## src/rtl/comm_params_pkg.sv

```systemverilog
// communication parameter bank: offsets, factory values, ranges, timing
// assumes a single 100 MHz clock domain for every user of these constants
package comm_params_pkg;
  localparam int unsigned DATA_W = 16;
  // modbus register addresses
  localparam logic [15:0] MB_NODE_ADDR = 16'h0400;
  localparam logic [15:0] MB_RATE = 16'h0402;
  localparam logic [15:0] MB_CONN = 16'h0404;
  localparam logic [15:0] MB_FAULT = 16'h0406;
  localparam logic [15:0] MB_TIMEOUT = 16'h0408;
  localparam logic [15:0] MB_CO_ADDR = 16'h040A;
  localparam logic [15:0] MB_FORCE = 16'h040C;
  localparam logic [15:0] MB_DELAY = 16'h040E;
  localparam logic [15:0] MB_SYNC = 16'h0412;
  localparam logic [15:0] MB_PROFILE = 16'h0414;
  // canopen object indices
  localparam logic [15:0] CO_NODE_ADDR = 16'h4300;
  localparam logic [15:0] CO_RATE = 16'h4301;
  localparam logic [15:0] CO_CONN = 16'h4302;
  localparam logic [15:0] CO_FAULT = 16'h4303;
  localparam logic [15:0] CO_TIMEOUT = 16'h4304;
  localparam logic [15:0] CO_CO_ADDR = 16'h4305;
  localparam logic [15:0] CO_FORCE = 16'h4306;
  localparam logic [15:0] CO_DELAY = 16'h4307;
  localparam logic [15:0] CO_SYNC = 16'h4309;
  localparam logic [15:0] CO_PROFILE = 16'h430A;
  // factory values
  localparam logic [15:0] RST_NODE_ADDR = 16'h007F;
  localparam logic [15:0] RST_RATE = 16'h0102;
  localparam logic [15:0] RST_CONN = 16'h0007;
  localparam logic [15:0] RST_FAULT = 16'h0000;
  localparam logic [15:0] RST_TIMEOUT = 16'h0000;
  localparam logic [15:0] RST_CO_ADDR = 16'h0000;
  localparam logic [15:0] RST_FORCE = 16'h0000;
  localparam logic [15:0] RST_DELAY = 16'h0000;
  localparam logic [15:0] RST_SYNC = 16'h5055;
  localparam logic [15:0] RST_PROFILE = 16'h0000;
  // accepted ranges
  localparam logic [15:0] MIN_NODE_ADDR = 16'h0001;
  localparam logic [15:0] MAX_NODE_ADDR = 16'h00F7;
  localparam logic [15:0] MAX_RATE = 16'h0405;
  localparam logic [15:0] MIN_CONN = 16'h0006;
  localparam logic [15:0] MAX_CONN = 16'h0009;
  localparam logic [15:0] MAX_FLAG = 16'h0001;
  localparam logic [15:0] MAX_TIMEOUT = 16'h4E20;
  localparam logic [15:0] MAX_CO_ADDR = 16'h007F;
  localparam logic [15:0] MAX_FORCE = 16'h07FF;
  localparam logic [15:0] MAX_DELAY = 16'h03E8;
  localparam logic [15:0] MIN_SYNC = 16'h1001;
  localparam logic [15:0] MAX_SYNC = 16'h9FFF;
  // canopen share of the transmission rate word, and forcing width
  localparam int unsigned RATE_CO_LSB = 8;
  localparam int unsigned RATE_CO_W = 4;
  localparam int unsigned FORCE_W = 8;
  // timing
  localparam int unsigned CLOCK_PERIOD_NS = 10;
  localparam int unsigned MS_NS = 1000000;
  localparam int unsigned HALF_MS_NS = 500000;
  localparam int unsigned CYCLES_PER_MS = MS_NS / CLOCK_PERIOD_NS;
  localparam int unsigned CYCLES_PER_HALF_MS = HALF_MS_NS / CLOCK_PERIOD_NS;
  typedef enum logic [3:0] {
    P_NONE, P_NODE_ADDR, P_RATE, P_CONN, P_FAULT, P_TIMEOUT,
    P_CO_ADDR, P_FORCE, P_DELAY, P_SYNC, P_PROFILE
  } param_id_t;
endpackage

```

## src/rtl/tick_gen.sv

```systemverilog
// free-running prescaler giving a one-cycle tick every DIV clocks
// assumes i_restart comes from logic on the same clock
`timescale 1ns/1ps
module tick_gen #(
  parameter int unsigned DIV = 100000
) (
  input wire logic i_clock,
  input wire logic i_nrst,
  input wire logic i_restart,
  output logic o_tick
);
  localparam int unsigned CW = $clog2(DIV);
  typedef struct packed {
    logic [CW-1:0] cnt;
  } tick_state_t;
  tick_state_t q, d;
  if (DIV < 2) begin : g_bad_div
    $error("tick_gen needs DIV of at least 2");
  end
  // restart realigns the phase so a delay starts from a clean boundary
  assign o_tick = (q.cnt == CW'(DIV - 1)) && !i_restart;
  always_comb begin
    d = q;
    if (i_restart || o_tick) begin
      d.cnt = '0;
    end else begin
      d.cnt = q.cnt + CW'(1);
    end
  end
  always_ff @(posedge i_clock or negedge i_nrst) begin
    if (!i_nrst) begin
      q <= '0;
    end else begin
      q <= d;
    end
  end
endmodule // tick_gen

```

## src/rtl/down_counter.sv

```systemverilog
// loadable tick counter, pulses o_expired when the loaded count runs out
// assumes i_tick from a tick_gen restarted together with i_load
`timescale 1ns/1ps
module down_counter #(
  parameter int unsigned W = 16
) (
  input wire logic i_clock,
  input wire logic i_nrst,
  input wire logic i_load,
  input wire logic i_clear,
  input wire logic [W-1:0] i_value,
  input wire logic i_tick,
  output logic o_busy,
  output logic o_expired
);
  typedef struct packed {
    logic [W-1:0] cnt;
    logic busy;
    logic expired;
  } cnt_state_t;
  cnt_state_t q, d;
  if (W < 1) begin : g_bad_w
    $error("down_counter needs W of at least 1");
  end
  always_comb begin
    d = q;
    d.expired = 1'b0;
    if (i_clear) begin
      d.busy = 1'b0;
    end else if (i_load) begin
      // zero load expires at once instead of waiting a full wrap
      d.cnt = i_value;
      d.busy = (i_value != '0);
      d.expired = (i_value == '0);
    end else if (q.busy && i_tick) begin
      d.cnt = q.cnt - W'(1);
      if (q.cnt == W'(1)) begin
        d.busy = 1'b0;
        d.expired = 1'b1;
      end
    end
  end
  always_ff @(posedge i_clock or negedge i_nrst) begin
    if (!i_nrst) begin
      q <= '0;
    end else begin
      q <= d;
    end
  end
  assign o_busy = q.busy;
  assign o_expired = q.expired;
endmodule // down_counter

```

## src/rtl/drive_fieldbus_comm_params.sv

```systemverilog
// fieldbus communication parameter bank with timeout and response delay
// assumes access, fault and activity strobes are synchronous to i_clock;
// i_power_up marks the next power-on start that latches pending settings
`timescale 1ns/1ps
// Operation
// (RQ1) modbus node address accepts 1 to 247, factory 127
// (RQ2) addresses, rate and connection settings apply only at next power-up
// (RQ3) rate spans 0 to 405h, factory 102h; canopen writes touch canopen part
// (RQ4) connection settings accept 6h to 9h, factory 7h
// (RQ5) modbus fault raises alert when handling is 0, error when 1
// (RQ6) silence longer than monitoring time in ms raises timeout error
// (RQ7) monitoring time zero disables timeout supervision
// (RQ8) canopen node address holds 0 to 127
// (RQ9) forcing mask bits 0 to 7 permit forcing of inputs one to eight
// (RQ10) forcing needs the separate forcing value; the mask alone forces nothing
// (RQ11) each modbus response is delayed by count times 0.5 ms, count 0 to 1000
// (RQ12) sync settings span 1001h to 9FFFh, changeable only with power stage off
// (RQ13) profile activation 0 deactivates, 1 activates, factory 0
// (RQ14) modbus address and canopen index reach the same stored value
module drive_fieldbus_comm_params
  import comm_params_pkg::*;
#(
  parameter int unsigned MS_CYCLES = CYCLES_PER_MS,
  parameter int unsigned HALF_MS_CYCLES = CYCLES_PER_HALF_MS
) (
  input wire logic i_clock,
  input wire logic i_nrst,
  input wire logic i_acc_valid,
  input wire logic i_acc_write,
  input wire logic i_acc_canopen,
  input wire logic [15:0] i_acc_index,
  input wire logic [15:0] i_acc_wdata,
  output logic o_acc_done,
  output logic o_acc_refused,
  output logic [15:0] o_acc_rdata,
  input wire logic i_power_up,
  input wire logic i_power_stage_on,
  input wire logic i_modbus_fault,
  input wire logic i_comm_activity,
  input wire logic i_fault_reset,
  input wire logic i_resp_request,
  input wire logic [FORCE_W-1:0] i_input_forcing_value,
  output logic [15:0] o_modbus_node_addr,
  output logic [15:0] o_transmission_rate,
  output logic [15:0] o_conn_settings,
  output logic [15:0] o_canopen_node_addr,
  output logic [15:0] o_sync_settings,
  output logic o_profile_active,
  output logic [FORCE_W-1:0] o_force_permit,
  output logic [FORCE_W-1:0] o_forced_inputs,
  output logic o_comm_alert,
  output logic o_comm_error,
  output logic o_timeout_error,
  output logic o_resp_release
);
  typedef struct packed {
    logic [15:0] node_addr;
    logic [15:0] rate;
    logic [15:0] conn;
    logic [15:0] fault_mode;
    logic [15:0] timeout_ms;
    logic [15:0] co_addr;
    logic [15:0] force_mask;
    logic [15:0] delay;
    logic [15:0] sync;
    logic [15:0] profile;
    logic [15:0] act_node_addr;
    logic [15:0] act_rate;
    logic [15:0] act_conn;
    logic [15:0] act_co_addr;
    logic [15:0] rdata;
    logic done;
    logic refused;
    logic [FORCE_W-1:0] forced;
    logic alert;
    logic error;
    logic timeout_err;
  } bank_state_t;

  localparam bank_state_t RST_STATE = '{
    node_addr: RST_NODE_ADDR, rate: RST_RATE, conn: RST_CONN,
    fault_mode: RST_FAULT, timeout_ms: RST_TIMEOUT, co_addr: RST_CO_ADDR,
    force_mask: RST_FORCE, delay: RST_DELAY, sync: RST_SYNC,
    profile: RST_PROFILE, act_node_addr: RST_NODE_ADDR, act_rate: RST_RATE,
    act_conn: RST_CONN, act_co_addr: RST_CO_ADDR, rdata: 16'h0000,
    done: 1'b0, refused: 1'b0, forced: '0, alert: 1'b0, error: 1'b0,
    timeout_err: 1'b0
  };

  bank_state_t q, d;
  param_id_t acc_id;
  logic wr_en;
  logic wr_ok;
  logic [15:0] wval;
  logic wd_load;
  logic wd_clear;
  logic wd_tick;
  logic wd_expired;
  logic dly_tick;
  logic dly_busy;
  logic dly_expired;

  if (MS_CYCLES < 2 || HALF_MS_CYCLES < 2) begin : g_bad_timing
    $error("drive_fieldbus_comm_params needs tick periods of at least 2 cycles");
  end

  // both address spaces fold onto one id, so there is a single copy of each value
  function automatic param_id_t decode(input logic canopen, input logic [15:0] idx);
    param_id_t id;
    id = P_NONE;
    if (canopen) begin
      case (idx)
        CO_NODE_ADDR: id = P_NODE_ADDR;
        CO_RATE: id = P_RATE;
        CO_CONN: id = P_CONN;
        CO_FAULT: id = P_FAULT;
        CO_TIMEOUT: id = P_TIMEOUT;
        CO_CO_ADDR: id = P_CO_ADDR;
        CO_FORCE: id = P_FORCE;
        CO_DELAY: id = P_DELAY;
        CO_SYNC: id = P_SYNC;
        CO_PROFILE: id = P_PROFILE;
        default: id = P_NONE;
      endcase
    end else begin
      case (idx)
        MB_NODE_ADDR: id = P_NODE_ADDR;
        MB_RATE: id = P_RATE;
        MB_CONN: id = P_CONN;
        MB_FAULT: id = P_FAULT;
        MB_TIMEOUT: id = P_TIMEOUT;
        MB_CO_ADDR: id = P_CO_ADDR;
        MB_FORCE: id = P_FORCE;
        MB_DELAY: id = P_DELAY;
        MB_SYNC: id = P_SYNC;
        MB_PROFILE: id = P_PROFILE;
        default: id = P_NONE;
      endcase
    end
    return id;
  endfunction

  assign acc_id = decode(i_acc_canopen, i_acc_index); // [RQ14]
  assign wr_en = i_acc_valid && i_acc_write;

  // value to store and whether it lies in range; out of range leaves the old value
  always_comb begin
    wval = i_acc_wdata;
    wr_ok = 1'b0;
    case (acc_id)
      P_NODE_ADDR: wr_ok = (wval >= MIN_NODE_ADDR) && (wval <= MAX_NODE_ADDR); // [RQ1]
      P_RATE: begin
        if (i_acc_canopen) begin
          wval = q.rate; // [RQ3]
          wval[RATE_CO_LSB +: RATE_CO_W] = i_acc_wdata[RATE_CO_LSB +: RATE_CO_W]; // [RQ3]
        end
        wr_ok = (wval <= MAX_RATE); // [RQ3]
      end
      P_CONN: wr_ok = (wval >= MIN_CONN) && (wval <= MAX_CONN); // [RQ4]
      P_FAULT: wr_ok = (wval <= MAX_FLAG); // [RQ5]
      P_TIMEOUT: wr_ok = (wval <= MAX_TIMEOUT); // [RQ6]
      P_CO_ADDR: wr_ok = (wval <= MAX_CO_ADDR); // [RQ8]
      P_FORCE: wr_ok = (wval <= MAX_FORCE); // [RQ9]
      P_DELAY: wr_ok = (wval <= MAX_DELAY); // [RQ11]
      P_SYNC: wr_ok = (wval >= MIN_SYNC) && (wval <= MAX_SYNC) && !i_power_stage_on; // [RQ12]
      P_PROFILE: wr_ok = (wval <= MAX_FLAG); // [RQ13]
      default: wr_ok = 1'b0;
    endcase
  end

  always_comb begin
    d = q;
    d.done = i_acc_valid;
    d.refused = i_acc_valid && (acc_id == P_NONE || (i_acc_write && !wr_ok));
    d.rdata = 16'h0000;
    if (i_acc_valid && !i_acc_write) begin
      case (acc_id)
        P_NODE_ADDR: d.rdata = q.node_addr;
        P_RATE: d.rdata = q.rate;
        P_CONN: d.rdata = q.conn;
        P_FAULT: d.rdata = q.fault_mode;
        P_TIMEOUT: d.rdata = q.timeout_ms;
        P_CO_ADDR: d.rdata = q.co_addr;
        P_FORCE: d.rdata = q.force_mask;
        P_DELAY: d.rdata = q.delay;
        P_SYNC: d.rdata = q.sync;
        P_PROFILE: d.rdata = q.profile;
        default: d.rdata = 16'h0000;
      endcase
    end
    if (wr_en && wr_ok) begin
      case (acc_id)
        P_NODE_ADDR: d.node_addr = wval;
        P_RATE: d.rate = wval;
        P_CONN: d.conn = wval;
        P_FAULT: d.fault_mode = wval;
        P_TIMEOUT: d.timeout_ms = wval;
        P_CO_ADDR: d.co_addr = wval;
        P_FORCE: d.force_mask = wval;
        P_DELAY: d.delay = wval;
        P_SYNC: d.sync = wval;
        P_PROFILE: d.profile = wval;
        default: d.profile = q.profile;
      endcase
    end
    // stored addresses, rate and connection settings reach the link logic only at the next power-on start
    if (i_power_up) begin
      d.act_node_addr = q.node_addr; // [RQ2]
      d.act_rate = q.rate; // [RQ2]
      d.act_conn = q.conn; // [RQ2]
      d.act_co_addr = q.co_addr; // [RQ2]
    end
    // forcing needs both the permission bit and the separately written value
    d.forced = q.force_mask[FORCE_W-1:0] & i_input_forcing_value; // [RQ9] [RQ10]
    // set beats clear so a fault in the reset cycle is not lost
    if (i_fault_reset) begin
      d.alert = 1'b0;
      d.error = 1'b0;
      d.timeout_err = 1'b0;
    end
    if (i_modbus_fault && q.fault_mode[0] == 1'b0) begin
      d.alert = 1'b1; // [RQ5]
    end
    if (i_modbus_fault && q.fault_mode[0] == 1'b1) begin
      d.error = 1'b1; // [RQ5]
    end
    if (wd_expired && q.timeout_ms != 16'h0000) begin
      d.timeout_err = 1'b1; // [RQ6] [RQ7]
    end
  end

  always_ff @(posedge i_clock or negedge i_nrst) begin
    if (!i_nrst) begin
      q <= RST_STATE;
    end else begin
      q <= d;
    end
  end

  // watchdog restarts on every bus activity; supervision only armed after the first
  assign wd_clear = (q.timeout_ms == 16'h0000); // [RQ7]
  assign wd_load = i_comm_activity && !wd_clear; // [RQ6]

  tick_gen #(.DIV(MS_CYCLES)) u_wd_tick (
    .i_clock(i_clock),
    .i_nrst(i_nrst),
    .i_restart(wd_load),
    .o_tick(wd_tick)
  );

  down_counter #(.W(16)) u_wd_cnt (
    .i_clock(i_clock),
    .i_nrst(i_nrst),
    .i_load(wd_load),
    .i_clear(wd_clear),
    .i_value(q.timeout_ms),
    .i_tick(wd_tick),
    .o_busy(),
    .o_expired(wd_expired)
  );

  // a new request restarts the delay; the master never overlaps requests anyway
  tick_gen #(.DIV(HALF_MS_CYCLES)) u_dly_tick (
    .i_clock(i_clock),
    .i_nrst(i_nrst),
    .i_restart(i_resp_request),
    .o_tick(dly_tick)
  );

  down_counter #(.W(16)) u_dly_cnt (
    .i_clock(i_clock),
    .i_nrst(i_nrst),
    .i_load(i_resp_request),
    .i_clear(1'b0),
    .i_value(q.delay),
    .i_tick(dly_tick),
    .o_busy(dly_busy),
    .o_expired(dly_expired)
  );

  assign o_resp_release = dly_expired; // [RQ11]
  assign o_acc_done = q.done;
  assign o_acc_refused = q.refused;
  assign o_acc_rdata = q.rdata;
  assign o_modbus_node_addr = q.act_node_addr;
  assign o_transmission_rate = q.act_rate;
  assign o_conn_settings = q.act_conn;
  assign o_canopen_node_addr = q.act_co_addr;
  assign o_sync_settings = q.sync;
  assign o_profile_active = q.profile[0]; // [RQ13]
  assign o_force_permit = q.force_mask[FORCE_W-1:0]; // [RQ9]
  assign o_forced_inputs = q.forced;
  assign o_comm_alert = q.alert;
  assign o_comm_error = q.error;
  assign o_timeout_error = q.timeout_err;

  logic [7:0] rate_low;
  assign rate_low = q.rate[7:0];
endmodule // drive_fieldbus_comm_params

```

## config.mk

```make
export PLATFORM = sky130hd
export DESIGN_NAME = drive_fieldbus_comm_params
export DESIGN_NICKNAME = d
export VERILOG_FILES = /design/src/rtl/comm_params_pkg.sv /design/src/rtl/tick_gen.sv /design/src/rtl/down_counter.sv /design/src/rtl/drive_fieldbus_comm_params.sv
export SDC_FILE = /design/constraint.sdc
export NUM_CORES = 1
export LEC_CHECK = 0
export BUFFER_PORTS_ARGS = -buffer_cell sky130_fd_sc_hd__buf_2
export CAP_MARGIN = 5
export CORE_ASPECT_RATIO = 1.2
export CORE_MARGIN = 2
export CORE_UTILIZATION = 55
export CTS_CLUSTER_DIAMETER = 80
export DETAILED_ROUTE_END_ITERATION = 8
export PLACE_DENSITY_LB_ADDON = 0.15
export SYNTH_ARGS = -nofsm -noshare
export SYNTH_HDL_FRONTEND = slang
export SYNTH_SLANG_ARGS = --single-unit
export TNS_END_PERCENT = 30
```

## constraint.sdc

```tcl
create_clock -name i_clock -period 3.35 [get_ports i_clock]
set_clock_uncertainty 0.1 [all_clocks]
set_input_delay 1.005 -clock i_clock [delete_from_list [all_inputs] [get_ports i_clock]]
set_output_delay 1.005 -clock i_clock [all_outputs]
set_load 0.005 [all_outputs]
```

# ---- Word level (Yosys, flattened, before mapping)
# Index checks and enable logic that the tools add are counted.
dict set report totals {
  regBits 322
  latch_bits 0
  ram_bits 0
  rom_bits 0
  output_inout_bits 119
  elab_cells 158
  mem_count 0
}
dict set report op_classes {
  n_addsub 4
  mul 0
  n_div 0
  n_lt_le_gt_ge 12
  eq_ne 34
  n_shift 0
  n_mux 23
  n_bitwise 3
  n_reduce_logical 53
}
# cell count
set ops {}
lappend ops {{16-bit by 11-bit == test with 1-bit output (second input constant)} 10}
lappend ops {{16-bit by 15-bit == test with 1-bit output (second input constant)} 10}
lappend ops {{16-bit case mux with 10 select lines} 1}
lappend ops {{16-bit two-way mux} 5}
lappend ops {{4-bit case mux with 10 select lines} 2}
lappend ops {{18-bit two-way mux} 4}
lappend ops {{16-bit by 1-bit == test with 1-bit output (second input constant)} 2}
lappend ops {{16-bit by 11-bit <= comparator with 1-bit output (second input constant)} 2}
lappend ops {{16-bit logical NOT} 2}
lappend ops {{16-bit nonzero test} 2}
lappend ops {{16-bit by 1-bit subtractor with 16-bit output (second input constant)} 2}
lappend ops {{2-bit AND reduction} 13}
lappend ops {{17-bit by 1-bit adder with 17-bit output (second input constant)} 1}
lappend ops {{17-bit == test (second input constant)} 1}
lappend ops {{1-bit logical AND} 17}
lappend ops {{17-bit two-way mux} 1}
lappend ops {{16-bit by 1-bit adder with 16-bit output (second input constant)} 1}
lappend ops {{16-bit == test (second input constant)} 1}
lappend ops {{4-bit by 3-bit == test with 1-bit output (second input constant)} 4}
lappend ops {{16-bit by 1-bit >= comparator with 1-bit output (second input constant)} 1}
lappend ops {{16-bit by 13-bit >= comparator with 1-bit output (second input constant)} 1}
lappend ops {{16-bit by 3-bit >= comparator with 1-bit output (second input constant)} 1}
lappend ops {{16-bit by 1-bit <= comparator with 1-bit output (second input constant)} 1}
lappend ops {{16-bit by 10-bit <= comparator with 1-bit output (second input constant)} 1}
lappend ops {{other kinds (21)} 43}

# ---- Logic depth before layout (Yosys ltp)
dict set report logic_depth {
  depth_word 11
  depth_mapped 15
}

# ---- Hierarchy
# From an unflattened synthesis, not the netlist that was laid out.
dict set report unflattened {
  hier_cells 1352
  area_unflattened_um2 15875.2
}
# module instances cells_per_inst area_each_um2 seq_area_each_um2
set by_module_without_submodules {}
lappend by_module_without_submodules {drive_fieldbus_comm_params 1 897 11632.4 6368.6}
lappend by_module_without_submodules {down_counter 2 143 1276.2 450.4}
lappend by_module_without_submodules {{tick_gen at u_wd_tick} 1 87 848.3 425.4}
lappend by_module_without_submodules {{tick_gen at u_dly_tick} 1 82 842.1 400.4}

# ---- Worst setup path before layout
# OpenSTA, ideal clock, no wires.
dict set report synth_timing {
  path_type {input to register}
  startpoint {input port i_acc_index[8]}
  endpoint {register q[173] in the netlist's numbering}
  arrival_time_ns 3.966
  t_required_ns 3.125
  path_slack_ns -0.841
  stages 10
  path_buffers 1
  path_cell_list {or4b_4 or4_4 a21oi_4 a311oi_4 o21a_1 a221o_1 or4_1 buf_2 nand3_4 mux2_2}
}
dict set report synth_via {
  elab_chain_cells 8
  elab_cells_between_ends 38
  classes_between {eq/ne: 30; mux: 5; reduce/logical: 3}
}
# element line_no
set synth_lines {}
lappend synth_lines {{from (decl)} drive_fieldbus_comm_params.sv:31} ;# input wire logic [15:0] i_acc_index,
lappend synth_lines {{16-bit by 11-bit == test with 1-bit output or 16-bit by 15-bit == test with 1-bit output (tied branches)} {drive_fieldbus_comm_params.sv:126, drive_fieldbus_comm_params.sv:112}}
lappend synth_lines {{4-bit case mux with 10 select lines (on tied branches)} {drive_fieldbus_comm_params.sv:126, drive_fieldbus_comm_params.sv:112}}
lappend synth_lines {{4-bit two-way mux (*)} drive_fieldbus_comm_params.sv:111} ;# if (canopen) begin
lappend synth_lines {{4-bit == test or 4-bit by 3-bit == test with 1-bit output (tied branches)} drive_fieldbus_comm_params.sv:150} ;# case (acc_id)
lappend synth_lines {{2-bit OR reduction (no source line)} -}
lappend synth_lines {{1-bit case mux with 9 select lines} drive_fieldbus_comm_params.sv:150}
lappend synth_lines {{1-bit logical AND} drive_fieldbus_comm_params.sv:191} ;# if (wr_en && wr_ok) begin
lappend synth_lines {{2-bit AND reduction (no source line)} -}
lappend synth_lines {{to (signal assigned)} drive_fieldbus_comm_params.sv:234} ;# q <= RST_STATE;
lappend synth_lines {{to (signal assigned)} drive_fieldbus_comm_params.sv:236} ;# q <= d;
lappend synth_lines {{to (decl)} drive_fieldbus_comm_params.sv:90} ;# bank_state_t q, d;
# Every way passes the cells marked *; elsewhere a longest branch is shown, timed or not.
# A chain may end at the register's enable or synchronous reset.

# ---- Final worst setup path
dict set report layout_timing {
  startpoint {input port i_acc_index[8]}
  endpoint {register q[207] in the netlist's numbering}
}
# Same word-level chain as after synthesis.

==> summary.md <==
| Metric | Value |
|---|---|
| Worst setup EP type | flip-flop |
| IO buf count | 169 |
| Seq/Total Area, Yosys | 52.2% |
| Fin nets | 1686 |
| Global-route wire length before repair | 65500 um |
| Logic pwr share | 4.9% |
| Asr flop ratio synth | 100% |
| Total nets after synthesis | 1488 |
| WL final | 42200 um |
| CP startpoint kind | input port |
| Worst-margin pin slew | 0.739 ns |
| Core box area | 27800 sq um |
| Reg area | 8100 sq um |
| Failing checks | negative setup slack |
| IO Count | 170 |
| Max cap viols | 0 |
| Final min period | 3.69 ns |
| Area grow syn2layout | 22.1% |
| Cell Area, Placed | 17200 sq um |
| Critical-path maximum fanout | 6 |
| R2R depth | 10 |
| WP data required | 3.69 ns |
| Unrepaired setup endpoints after global routing | yes |
| Multi-input gate area in the final layout | 6600 sq um |
| Static leakage | 9.22 nW |
| R2R Setup Slk | 0.65 ns |
| Dpl ws | -1.06 ns |
| NetSw | 1.85 mW |
| Yosys cell types | 79 |
| Non-filler cells, final | 2034 |
| Clk slew on worst S/H paths | 0.06 ns |
| Largest net degree at the start of global routing | 65 |
| Number of routed nets with antenna violations | 0 |
| Row count | 67 |
| H-tree levels | 2 |
| Seq pwr share | 48.3% |
| Max Fclk | 271 MHz |
| Gr usage total | 28.8% |
| Routed WL per cell | 20.8 um |
| Initial antenna violation count | 0 |
| Switch share | 22.7% |
| Drt first pass iters | 6 |
| Most used cell, CP | buf_6 |
| Initial core utilization | 55.7% |
| Remaining Overflow, GRT | 0 |
| Most common cell in the netlist | dfrtp_1 |
| Fin crit share | 110% |
| Worst hold-check path type | input port to asynchronous set/reset pin |
| Vias per inst | 5.82 |
| Synthesized area | 15500 sq um |
| CTS Buffer Depth | 3 |
| P_int | 6.28 mW |
| TNS Setup | -35.93 ns |
| Root Driver | clkbuf_16 |
| Filler cells | 2194 |
| Clock sinks | 322 |
| Share of post-route cells with drive strength above 1 | 37.2% |
| Hold_ws | 0.337 ns |
| Yosys Warn Count | 0 |
| Mapped Cells | 1431 |
| PwrDens | 429 nW/um^2 |
| Post-layout instance area | 18900 sq um |
| Clock power share | 46.8% |
| Skew-Pair Late Insertion Delay | 0.54 ns |
| Synth Flop Type | dfrtp_1 |
| Crit path largest cell delay | 0.54 ns |
| Final setup margin | -0.336 ns |
| CTS tree | done |
| Dpl hpwl | 30500 um |
| Critical-path top delay cell | or4_4 |
| Total power | 8.13 mW |
| Finished Core Util | 68.0% |
| Number of global-route vias before repair | 11700 |
| Arrival time worst endpoint | 4.03 ns |
| Worst VDD drop | 0.340 mV |
| RePlAce Congestion | 0.969 |
| Post-synthesis average cell area | 10.8 sq um |
| DRC Markers | 0 |
| Setup violations, final | 176 |
| Die Height | 188 um |
| Starting DRC count in detailed routing | 873 |
| Critical-path cell list | buf_6 > or4b_4 > buf_6 > or4_4 > o32ai_4 > and3_4 > nand4_1 > nand4_4 > nor2_4 > nor3_4 > buf_6 > mux2_2 |
| Status | finished, violations left |
| Synth top area share | 47.1% |
| Overall die area | 29600 sq um |
| Via count | 11800 |
| Cell taking the most area after synthesis | dfrtp_1 |
| Synth area leaders | dfrtp_1 47%, mux2_2 6.9%, buf_4 5.5% |
| Critical path class | input port to flip-flop |
| Final Slew Violations | 0 |
| Slew HR | 50.7% |
| #FFs+latches synth | 322 |
| Inserted Clock Buffers | 35 |
| Overall die width | 157 um |
| Hold Vio Cnt, Final | 0 |
| Post-synth top cells | 292 x dfrtp_1, 120 x nand2_1, 114 x buf_4 |
| Dpl cells | 1952 |
| Post-synth EDFFs | 0 |
| Ant diodes | 0 |
area by class of cell:
cell class                      instances  share of cell area [%]
Tap cell                              379                    2.50
Clock inverter                         16                   0.965
Clock buffer                           47                    5.13
Inverter                               34                   0.674
Timing Repair Buffer                  336                    13.1
Sequential cell                       322                    42.8
Multi-Input combinational cell        900                    34.9
path summary, 6_finish.rpt:
path,from,to
worst max register to register,u_wd_tick.q[0],u_wd_cnt.q[6]
worst min-delay path,i_nrst,u_wd_tick.q[13]
max in group asynchronous,i_nrst,q[241]
worst max-delay path,i_acc_index[8],q[207]
min in group i_clock,u_dly_tick.q[0],u_dly_tick.q[0]
worst min register to register,u_dly_tick.q[0],u_dly_tick.q[0]
state kept, by name (all words and copies together) (netlist names), 8 cells and up:
name and flops:
o_sync_settings 16, o_modbus_node_addr 16, o_acc_rdata 16, o_conn_settings 16, u_dly_cnt.q 16, u_dly_tick.q 16, q 135, o_canopen_node_addr 16
o_transmission_rate 16, u_wd_tick.q 17, u_wd_cnt.q 16, o_force_permit 8, o_forced_inputs 8
kinds of logic after synthesis:
kind of cell,share of synthesized area [%]
multiplexers,9.03
AO/OA/AOI/OAI,11.3
XOR/XNOR,2.77
adder cells (fa/ha/maj),0.484
flip-flops,52.2
AND/OR/NAND/NOR,16.3
buffers and inverters,7.95
what timing repair did:
action | CTS | global route
setup buffers | 8 | 9
pin swaps | 36 | 19
endpoints found under the hold margin | 0 | 0
resized for setup | 37 | 79
gates cloned | 2 | 1
hold buffers | 0 | 0
setup endpoints to repair | 173 | 177
layout by cell type (no fill, tap or decap), types with 21 or more instances in the layout:
master,netlist,routed
a22o_1,21,21
a22oi_1,23,23
a31oi_1,21,21
and2_1,51,31
buf_12,0,21
buf_2,5,166
buf_4,114,131
clkbuf_16,0,35
dfrtp_1,292,292
dfstp_2,30,30
inv_1,34,34
mux2_2,95,79
mux2i_1,33,32
nand2_1,120,111
nand3_1,31,30
nor2_1,85,81
nor2b_1,37,31
nor3_1,24,22
nor4_1,24,24
o21ai_0,77,53
xnor2_1,24,24
xor2_1,25,25
per-layer routing:
layer	GRT usage (%)	vias up	share of wire, %
met5	0	-	0
met4	13.2	0	5.1
met2	47.1	455	49
met3	3.74	133	5.4
li1	-	5370	-
met1	38.1	5879	41
power by group through the flow:
stage                     combinational [mW]  sequential [mW]  clock, mW
after floorplan                        0.136             3.99          0
after global placement                 0.383             3.99          0
after detailed placement               0.389             3.99          0
after CTS                              0.393             3.92       3.87
after global routing                   0.435             3.92       4.04
final                                  0.395             3.93       3.81
critical path: cells and delay by family:
family | cells | cell delay [ns]
multiplexers | 1 | 0.33
buffers and inverters | 3 | 0.39
AO/OA/AOI/OAI | 1 | 0.31
AND/OR/NAND/NOR | 7 | 1.98
No activity file was read; power rests on OpenSTA's default activity.
